<file path="src/hdl/hiss_consts.svh">
// constants of the host interface select and serial port block
`ifndef HISS_CONSTS_SVH
`define HISS_CONSTS_SVH
`define HISS_HDR_ADAD_NI    8'h40
`define HISS_HDR_ADAD_IL    8'h48
`define HISS_HDR_ADDD_RW    8'h43
`define HISS_HDR_ADDD_NI    8'h41
`define HISS_HDR_ADDD_IL    8'h49
`define HISS_BYTE_BITS      4'h8
`define HISS_BIT_CNT_W      3
`define HISS_MCLK_DIV       4'h4
`define HISS_ADDR_W         7
`define HISS_RD_FLAG_BIT    7
`define HISS_STRAP_WAIT     2'h2
`endif

</file>
<file path="src/hdl/hiss_pkg.sv">
// types of the host interface select and serial port block
package hiss_pkg;
  typedef enum logic [4:0] {
    HISS_IF_PAR_STROBE_DIR = 5'h01,
    HISS_IF_PAR_NONMUX     = 5'h02,
    HISS_IF_PAR_MUX        = 5'h04,
    HISS_IF_SERIAL_PORT    = 5'h08,
    HISS_IF_MONITOR_SLAVE  = 5'h10
  } hiss_if_t;

  typedef enum logic [3:0] {
    HISS_ST_HEADER = 4'h1,
    HISS_ST_ADDR   = 4'h2,
    HISS_ST_DATA   = 4'h4,
    HISS_ST_IGNORE = 4'h8
  } hiss_state_t;

  typedef struct packed {
    logic       wr;
    logic [6:0] addr;
    logic [7:0] data;
  } hiss_reg_req_t;
endpackage

</file>
<file path="src/hdl/hiss_top.sv">
// host interface selection, serial control port and monitor slave entry
//
// Overview of operation
// - sample straps once at reset release
// - strobes high, chip select either level: parallel bus
// - strobes low, latch low: serial or monitor
// - monitor slave mode takes master register writes
// - interrupt low while any request pends
// - generate clock output for microcontroller
// - four-line port: clock, in, out, select
// - chip select falling edge starts access
// - capture on rising, shift on falling edge
// - eight-bit groups, most significant bit first
// - config bit picks open drain or push-pull
// - header byte selects the programming sequence
// - latch edge in a parallel mode (strobe/direction or non-muxed) forces multiplexed bus until reset
`timescale 1ns/100ps
`default_nettype none
`include "hiss_consts.svh"

module hiss_top
  import hiss_pkg::*;
(
  input  wire logic          clk,
  input  wire logic          rst_n,
  input  wire logic          strap_wr,
  input  wire logic          strap_rd,
  input  wire logic          chip_sel_n,
  input  wire logic          addr_latch,
  input  wire logic          serial_clk,
  input  wire logic          serial_data_in,
  input  wire logic          serial_out_push_pull_sel,
  input  wire logic          mon_valid,
  input  wire hiss_reg_req_t mon_req,
  input  wire logic [7:0]    irq_pending,
  input  wire logic [7:0]    reg_rdata,
  output logic               serial_data_out,
  output logic               serial_data_out_oe_n,
  output logic               irq_n_out,
  output logic               irq_n_oe_n,
  output logic               mcu_clk,
  output logic [4:0]         if_sel,
  output logic               reg_valid,
  output hiss_reg_req_t      reg_req
);

  // ------------------------------------------------------------
  // pin synchronisers
  // ------------------------------------------------------------
  logic [5:0] sync1_q;
  logic [5:0] sync2_q;
  logic [5:0] pins;
  assign pins = {strap_wr, strap_rd, chip_sel_n, addr_latch, serial_clk, serial_data_in};

  always_ff @(posedge clk or negedge rst_n) begin
    if (!rst_n) begin
      sync1_q <= 6'h3F;
      sync2_q <= 6'h3F;
    end else begin
      sync1_q <= pins;
      sync2_q <= sync1_q;
    end
  end

  logic s_wr, s_rd, s_cs_n, s_ale, s_sclk, s_sdi;
  assign {s_wr, s_rd, s_cs_n, s_ale, s_sclk, s_sdi} = sync2_q;

  logic cs_q, sclk_q, ale_q;
  always_ff @(posedge clk or negedge rst_n) begin
    if (!rst_n) begin
      cs_q   <= 1'b1;
      sclk_q <= 1'b1;
      ale_q  <= 1'b1;
    end else begin
      cs_q   <= s_cs_n;
      sclk_q <= s_sclk;
      ale_q  <= s_ale;
    end
  end

  logic cs_fall, cs_rise, sclk_rise, sclk_fall, ale_edge;
  assign cs_fall   = cs_q & ~s_cs_n;
  assign cs_rise   = ~cs_q & s_cs_n;
  assign sclk_rise = ~sclk_q & s_sclk;
  assign sclk_fall = sclk_q & ~s_sclk;
  assign ale_edge  = ale_q ^ s_ale;

  // ------------------------------------------------------------
  // strap evaluation
  // ------------------------------------------------------------
  // straps reach the decoder through the synchronisers, two clocks after release
  logic       strapped_q;
  logic [1:0] strap_cnt_q;
  hiss_if_t   if_q;

  function automatic hiss_if_t decode_straps(input logic wr, input logic rd,
                                             input logic cs_n, input logic ale);
    hiss_if_t r;
    r = HISS_IF_PAR_NONMUX;
    if (wr && rd)
      r = ale ? HISS_IF_PAR_STROBE_DIR : HISS_IF_PAR_NONMUX;
    else if (!wr && !rd && !ale)
      r = cs_n ? HISS_IF_SERIAL_PORT : HISS_IF_MONITOR_SLAVE;
    return r;
  endfunction

  always_ff @(posedge clk or negedge rst_n) begin
    if (!rst_n) begin
      strapped_q  <= 1'b0;
      strap_cnt_q <= 2'h0;
      if_q        <= HISS_IF_PAR_NONMUX;
    end else if (!strapped_q) begin
      strap_cnt_q <= strap_cnt_q + 2'h1;
      strapped_q  <= (strap_cnt_q == `HISS_STRAP_WAIT);
      if_q        <= decode_straps(s_wr, s_rd, s_cs_n, s_ale);
    end else if (ale_edge && (if_q[1:0] != 2'b00 || if_q == HISS_IF_PAR_MUX)) begin
      if_q <= HISS_IF_PAR_MUX;
    end
  end

  always_ff @(posedge clk or negedge rst_n) begin
    if (!rst_n)
      if_sel <= 5'h00;
    else
      if_sel <= strapped_q ? if_q : 5'h00;
  end

  logic sp_en;
  assign sp_en = strapped_q && (if_q == HISS_IF_SERIAL_PORT);

  // ------------------------------------------------------------
  // serial byte shifter
  // ------------------------------------------------------------
  logic [2:0] bit_cnt_q;
  logic [7:0] rx_sh_q;
  logic       byte_done;
  logic [7:0] rx_byte;
  logic       active_q;

  assign rx_byte   = {rx_sh_q[6:0], s_sdi};
  assign byte_done = sp_en && active_q && sclk_rise && (bit_cnt_q == 3'h7);

  always_ff @(posedge clk or negedge rst_n) begin
    if (!rst_n) begin
      active_q  <= 1'b0;
      bit_cnt_q <= 3'h0;
      rx_sh_q   <= 8'h00;
    end else if (!sp_en || cs_rise) begin
      active_q  <= 1'b0;
      bit_cnt_q <= 3'h0;
    end else if (cs_fall) begin
      active_q  <= 1'b1;
      bit_cnt_q <= 3'h0;
    end else if (active_q && sclk_rise) begin
      // data line taken on clock rise, msb first
      rx_sh_q   <= rx_byte;
      bit_cnt_q <= bit_cnt_q + 3'h1;
    end
  end

  // ------------------------------------------------------------
  // sequence decoder
  // ------------------------------------------------------------
  hiss_state_t st_q;
  logic [7:0]  hdr_q;
  logic [6:0]  addr_q;
  logic        rd_q;
  logic        in_read_q;

  function automatic logic is_burst(input logic [7:0] h);
    return (h == `HISS_HDR_ADDD_RW) || (h == `HISS_HDR_ADDD_NI) || (h == `HISS_HDR_ADDD_IL);
  endfunction

  function automatic logic hdr_known(input logic [7:0] h);
    return is_burst(h) || (h == `HISS_HDR_ADAD_NI) || (h == `HISS_HDR_ADAD_IL);
  endfunction

  logic          sp_req_valid;
  hiss_reg_req_t sp_req;
  logic          rd_fetch;

  always_ff @(posedge clk or negedge rst_n) begin
    if (!rst_n) begin
      st_q         <= HISS_ST_HEADER;
      hdr_q        <= 8'h00;
      addr_q       <= 7'h00;
      rd_q         <= 1'b0;
      sp_req_valid <= 1'b0;
      sp_req       <= '0;
      rd_fetch     <= 1'b0;
    end else begin
      sp_req_valid <= 1'b0;
      rd_fetch     <= 1'b0;
      if (!active_q || cs_fall) begin
        st_q <= HISS_ST_HEADER;
      end else if (byte_done) begin
        case (st_q)
          HISS_ST_HEADER: begin
            hdr_q <= rx_byte;
            st_q  <= hdr_known(rx_byte) ? HISS_ST_ADDR : HISS_ST_IGNORE;
          end
          HISS_ST_ADDR: begin
            addr_q <= rx_byte[6:0];
            rd_q   <= rx_byte[`HISS_RD_FLAG_BIT];
            if (rx_byte[`HISS_RD_FLAG_BIT]) begin
              // read address: fetch data, next byte is data for header 43h, else address again
              sp_req_valid <= 1'b1;
              sp_req       <= '{wr: 1'b0, addr: rx_byte[6:0], data: 8'h00};
              rd_fetch     <= 1'b1;
              st_q         <= (hdr_q == `HISS_HDR_ADDD_RW) ? HISS_ST_DATA : HISS_ST_ADDR;
            end else begin
              st_q <= HISS_ST_DATA;
            end
          end
          HISS_ST_DATA: begin
            if (!rd_q) begin
              sp_req_valid <= 1'b1;
              sp_req       <= '{wr: 1'b1, addr: addr_q, data: rx_byte};
            end else begin
              sp_req_valid <= 1'b1;
              sp_req       <= '{wr: 1'b0, addr: addr_q, data: 8'h00};
              rd_fetch     <= 1'b1;
            end
            st_q <= is_burst(hdr_q) ? HISS_ST_DATA : HISS_ST_ADDR;
          end
          HISS_ST_IGNORE: st_q <= HISS_ST_IGNORE;
          default:        st_q <= HISS_ST_HEADER;
        endcase
      end
    end
  end

  // ------------------------------------------------------------
  // register request mux (serial port or monitor slave)
  // ------------------------------------------------------------
  always_ff @(posedge clk or negedge rst_n) begin
    if (!rst_n) begin
      reg_valid <= 1'b0;
      reg_req   <= '0;
    end else if (if_q == HISS_IF_MONITOR_SLAVE && strapped_q) begin
      reg_valid <= mon_valid;
      reg_req   <= mon_req;
    end else begin
      reg_valid <= sp_req_valid;
      reg_req   <= sp_req;
    end
  end

  // ------------------------------------------------------------
  // serial output
  // ------------------------------------------------------------
  logic [7:0] tx_sh_q;
  logic [7:0] tx_next_q;
  logic [2:0] tx_cnt_q;
  logic       tx_load_q;
  logic       tx_pend_q;
  logic       tx_act_q;

  always_ff @(posedge clk or negedge rst_n) begin
    if (!rst_n) begin
      tx_load_q <= 1'b0;
      tx_pend_q <= 1'b0;
      tx_next_q <= 8'h00;
      tx_sh_q   <= 8'h00;
      tx_cnt_q  <= 3'h0;
      tx_act_q  <= 1'b0;
    end else begin
      // read data is taken in the cycle reg_valid is high
      tx_load_q <= rd_fetch;
      if (!active_q) begin
        tx_pend_q <= 1'b0;
        tx_act_q  <= 1'b0;
      end else if (tx_load_q) begin
        tx_next_q <= reg_rdata;
        tx_pend_q <= 1'b1;
      end else if (sclk_fall && (tx_pend_q || tx_act_q)) begin
        // output moves on clock fall; a waiting byte starts, else shift
        tx_pend_q <= 1'b0;
        tx_act_q  <= tx_pend_q || (tx_cnt_q != 3'h7);
        tx_sh_q   <= tx_pend_q ? tx_next_q : {tx_sh_q[6:0], 1'b0};
        tx_cnt_q  <= tx_pend_q ? 3'h0 : tx_cnt_q + 3'h1;
      end
    end
  end

  // release outside read bytes; driver style
  always_ff @(posedge clk or negedge rst_n) begin
    if (!rst_n) begin
      serial_data_out      <= 1'b1;
      serial_data_out_oe_n <= 1'b1;
    end else if (tx_act_q && active_q) begin
      serial_data_out      <= tx_sh_q[7];
      serial_data_out_oe_n <= serial_out_push_pull_sel ? 1'b0 : tx_sh_q[7];
    end else begin
      serial_data_out      <= 1'b1;
      serial_data_out_oe_n <= 1'b1;
    end
  end

  // ------------------------------------------------------------
  // interrupt and microcontroller clock
  // ------------------------------------------------------------
  always_ff @(posedge clk or negedge rst_n) begin
    if (!rst_n) begin
      irq_n_out  <= 1'b0;
      irq_n_oe_n <= 1'b1;
    end else begin
      irq_n_out  <= 1'b0;
      irq_n_oe_n <= ~(|irq_pending);
    end
  end

  logic [3:0] mclk_cnt_q;
  always_ff @(posedge clk or negedge rst_n) begin
    if (!rst_n) begin
      mclk_cnt_q <= 4'h0;
      mcu_clk    <= 1'b0;
    end else if (mclk_cnt_q == `HISS_MCLK_DIV - 4'h1) begin
      mclk_cnt_q <= 4'h0;
      mcu_clk    <= ~mcu_clk;
    end else begin
      mclk_cnt_q <= mclk_cnt_q + 4'h1;
    end
  end

endmodule

`default_nettype wire

</file>
<file path="config.mk">
export PLATFORM = sky130hd
export DESIGN_NAME = hiss_top
export DESIGN_NICKNAME = d
export VERILOG_FILES = /design/src/hdl/hiss_pkg.sv /design/src/hdl/hiss_top.sv
export VERILOG_INCLUDE_DIRS = /design/src /design/src/hdl
export SDC_FILE = /design/constraint.sdc
export NUM_CORES = 1
export LEC_CHECK = 0
export ABC_AREA = 1
export BUFFER_PORTS_ARGS = -buffer_cell sky130_fd_sc_hd__buf_2
export CAP_MARGIN = 5
export CORE_MARGIN = 3
export CORE_UTILIZATION = 50
export CTS_CLUSTER_DIAMETER = 120
export DETAILED_ROUTE_END_ITERATION = 8
export PLACE_DENSITY = 0.81
export SYNTH_ARGS = -nofsm -noshare
export SYNTH_HDL_FRONTEND = slang
export SYNTH_SLANG_ARGS = --single-unit
</file>
<file path="constraint.sdc">
create_clock -name clk -period 1.4 [get_ports clk]
set_input_delay 0.28 -clock clk [delete_from_list [all_inputs] [get_ports clk]]
set_output_delay 0.28 -clock clk [all_outputs]
set_load 0.005 [all_outputs]
</file>
==> out/qor.log <==
INFO  cts            clk_path_buf_depth=2
INFO  worst_hold_path endpoint_worst_hold=irq_n_oe_n
INFO  logic_synthesis mappedNetlistArea=0.00517mm2
INFO  detailed_routing drt_total_wl=17300um
INFO  timing         timing.clock.skew=9.05ps
INFO  detailed_routing dr.first_iter.drc_count=502
INFO  worst_hold_path min-delay-start=irq_pending[6]
INFO  cts            numClockSinks=124
INFO  layout         final_cell_area=0.00774mm2
INFO  place          numPlacedInstances=724
INFO  die            top_level_ports=69
INFO  cts            cts_made_buffers=17
INFO  grt            antenna_found_initial=0
INFO  detailed_routing remaining_drc_errors=0
INFO  setup_path     ff2ff_setup_slack=-280ps
INFO  setup_path     worstReg2RegEnd=sp_req[5]
INFO  timing         rsz0062_at_grt=true
INFO  detailed_routing antenna_violating_nets_post_route=0
INFO  cts            tritoncts=yes
INFO  timing         hold_ws=9.47ps
INFO  logic_synthesis avg_inst_size_synth=10.3um2
INFO  setup_path     timing_worst_setup_path_type=flip-flop to flip-flop
INFO  grt            grt_first_pass_wirelength=23400um
INFO  power          power.density=1140mW/mm2
INFO  logic_synthesis synth-seq-cells=124
INFO  logic_synthesis synthesis.instances=500
INFO  timing         report.final.slew_viol_count=0
INFO  cts            worstSkewPairLatency=540ps
INFO  place          pre_cts_slack=-196ps
INFO  cts            clk_root_buffer_cell=sky130_fd_sc_hd__clkbuf_8
INFO  power          p_sw=1.83mW
INFO  outcome        run_status=complete, but fails checks
INFO  die            num_rows=36
INFO  setup_path     critPathMaxFanout=7
INFO  grt            global_route.overflow_total=0
INFO  detailed_routing detailroute.via_count=4685
INFO  power          power.static_leakage=3.90nW
INFO  place          gp_routability_congestion=0.839
INFO  logic_synthesis synth.distinct_cells=36
INFO  layout         final_common_cell=sky130_fd_sc_hd__nand2_1
INFO  setup_path     startpoint_type_of_the_worst_setup_path=flip-flop
INFO  timing         timing.final.crit_share=1.20
INFO  detailed_routing vias_per_cell=5.72
INFO  place          place_area=0.00601mm2
INFO  power          seq_power_share=0.417
INFO  worst_hold_path hold_depth=3
INFO  logic_synthesis synth-warning-count=0
INFO  timing         final_layout_setup_total_negative_slack=-10680ps
INFO  logic_synthesis mappedNetlistNets=548
INFO  layout         n_antenna_cell=0
INFO  layout         proportion_of_layout_cells_with_a_drive_suffix_above_1=0.453
INFO  die            floorplan.initialDensity=0.521
INFO  cts            ctsHtreeMaxLevel=4
INFO  layout         design.final.nets=721
INFO  timing         hold_violations=0
INFO  place          place_hpwl=7380um
INFO  die            fp.dieH=108um
INFO  layout         layout.cells.non_filler=819
INFO  setup_path     timing.critical_path.to_type=flip-flop
INFO  power          combPwrFrac=0.034
INFO  timing         timing.fmax=0.595GHz
INFO  timing         min_period=1680ps
INFO  die            die_x=108um
INFO  layout         post_route_core_utilization=0.781
INFO  setup_path     r2r.worst_path.cells=8
INFO  setup_path     cp.required=1860ps
INFO  detailed_routing drt-wirelength-per-cell=21.1um
INFO  grt            globalRouteTotalUtil=0.267
INFO  timing         setup_viol_count_final=80
INFO  die            floorplan.die_area=0.0116mm2
INFO  setup_path     crit_arrival=2140ps
INFO  power          peak_supply_drop=0.000702V
INFO  detailed_routing drtPass1Iterations=5
INFO  worst_hold_path hold_path.class=input pin to flip-flop
INFO  setup_path     r2r-start=bit_cnt_q[0]
INFO  timing         fin_ws=-282ps
INFO  power          p_int=6.95mW
INFO  job            max_cap_violations=0
INFO  layout         final_cell_mix=109 x sky130_fd_sc_hd__nand2_1, 104 x sky130_fd_sc_hd__dfrtp_1, 63 x sky130_fd_sc_hd__buf_2
INFO  grt            grt_max_degree=48
INFO  logic_synthesis share_of_synthesized_area_occupied_by_flip_flops_and_latches=0.605
INFO  place          io_buffer_count=67
INFO  outcome        failed_checks=setup timing
INFO  die            placeableCoreArea=0.00991mm2
INFO  layout         area_growth=49.8%
INFO  grt            first_global_vias=4692
INFO  cts            clkSlewWorstSetupHoldPaths=60ps
INFO  power          switching_share=0.209
INFO  power          part_of_the_power_in_the_clock_network=0.549
INFO  power          finalPower=8.79mW
==> cells in the mapped netlist (all sizes together) <==
library cell | count | area [um2]
inv | 50 | 188
mux2 | 25 | 282
o22ai | 1 | 6.26
nand3 | 38 | 248
nor3 | 4 | 20.0
nor2 | 26 | 146
a21oi | 4 | 20.0
nor4 | 2 | 12.5
dfrtp | 104 | 2600
a22o | 1 | 8.76
and2 | 1 | 6.26
nand2 | 139 | 527
dfstp | 20 | 526
buf | 13 | 96.3
nand4 | 3 | 25.0
xor2 | 2 | 17.5
or2 | 3 | 21.3
xnor2 | 2 | 17.5
ha | 6 | 75.1
clkbuf | 1 | 3.75
o21ai | 54 | 315
conb | 1 | 3.75
==> worst max-delay path: stages, from the launching register on <==
cell and delay (ps):
sky130_fd_sc_hd__dfrtp_1 360, sky130_fd_sc_hd__ha_2 190, sky130_fd_sc_hd__ha_4 140, sky130_fd_sc_hd__nand4_4 110, sky130_fd_sc_hd__nor2_8 180, sky130_fd_sc_hd__nand3_4 150
sky130_fd_sc_hd__nor2_4 250, sky130_fd_sc_hd__nand2_1 110, sky130_fd_sc_hd__nand2_1 110
==> state kept, by name, indices dropped and copies added, names as in the netlist, 5 cells and up <==
name and count:
if_sel 5, sync1_q 6, tx_next_q 8, sp_req 16, reg_req 16, addr_q 7
hdr_q 8, tx_sh_q 8, rx_sh_q 7, sync2_q 6, if_q 5
==> kinds of logic (layout without fill, tap and decap cells) <==
| group | Yosys count | after routing | synth area share |
|---|---|---|---|
| adders and majority gates | 6 | 6 | 0.0145 |
| and+or+nand+nor | 216 | 220 | 0.195 |
| DFF | 124 | 124 | 0.605 |
| muxes | 25 | 25 | 0.0545 |
| AOI/OAI and AO/OA | 60 | 60 | 0.0678 |
| buffers and inverters | 64 | 246 | 0.0557 |
| other | 1 | 1 | 0.000726 |
| xor gates and xnor gates | 4 | 4 | 0.00678 |
==> area by class of cell <==
| type | count | area, um2 |
|---|---|---|
| multi-input combinational | 316 | 2210 |
| clock buffer | 21 | 449 |
| fill | 498 | 2170 |
| clock inverter | 11 | 190 |
| tap | 133 | 166 |
| inverter | 50 | 193 |
| sequential | 124 | 3130 |
| timing repair buffer | 164 | 1400 |
==> worst max path at each step <==
| stage | start | to | slack [ps] | depth (start not counted) |
|---|---|---|---|---|
| 2_1_floorplan | bit_cnt_q[0] | hdr_q[7] | -20 | 8 |
| 3_5_place_dp | bit_cnt_q[1] | hdr_q[3] | -200 | 8 |
| 5_1_grt | bit_cnt_q[0] | sp_req[5] | -340 | 8 |
| 4_1_cts | bit_cnt_q[0] | sp_req[6] | -160 | 8 |
| 3_3_place_gp | bit_cnt_q[1] | hdr_q[3] | -130 | 8 |
| 6_report | bit_cnt_q[0] | sp_req[5] | -280 | 8 |
==> metal layers <==
layer,track usage,vias up,share of wire
met2,0.470,340,0.51
met1,0.299,2262,0.34
met3,0.0726,122,0.082
met4,0.129,0,0.066
li1,-,1961,-
met5,0,-,0
==> power groups by stage <==
stage / Combinational, mW / Clock (mW) / Sequential [mW]
2_1_floorplan: 0.0312 / 0 / 3.71
3_3_place_gp: 0.187 / 0 / 3.72
3_5_place_dp: 0.194 / 0 / 3.72
4_1_cts: 0.279 / 4.74 / 3.66
5_1_grt: 0.329 / 4.99 / 3.66
6_report: 0.302 / 4.82 / 3.66
==> what timing repair did <==
item / in CTS / in global routing
endpoints found under the setup margin: 79 / 83
endpoints found under the hold margin: 104 / 1
hold buffers: 36 / 2
pin swaps: 13 / 15
setup buffers: 12 / 8
gates resized for setup: 60 / 68
gates cloned: 5 / 3
(Power assumes the default switching activity.)
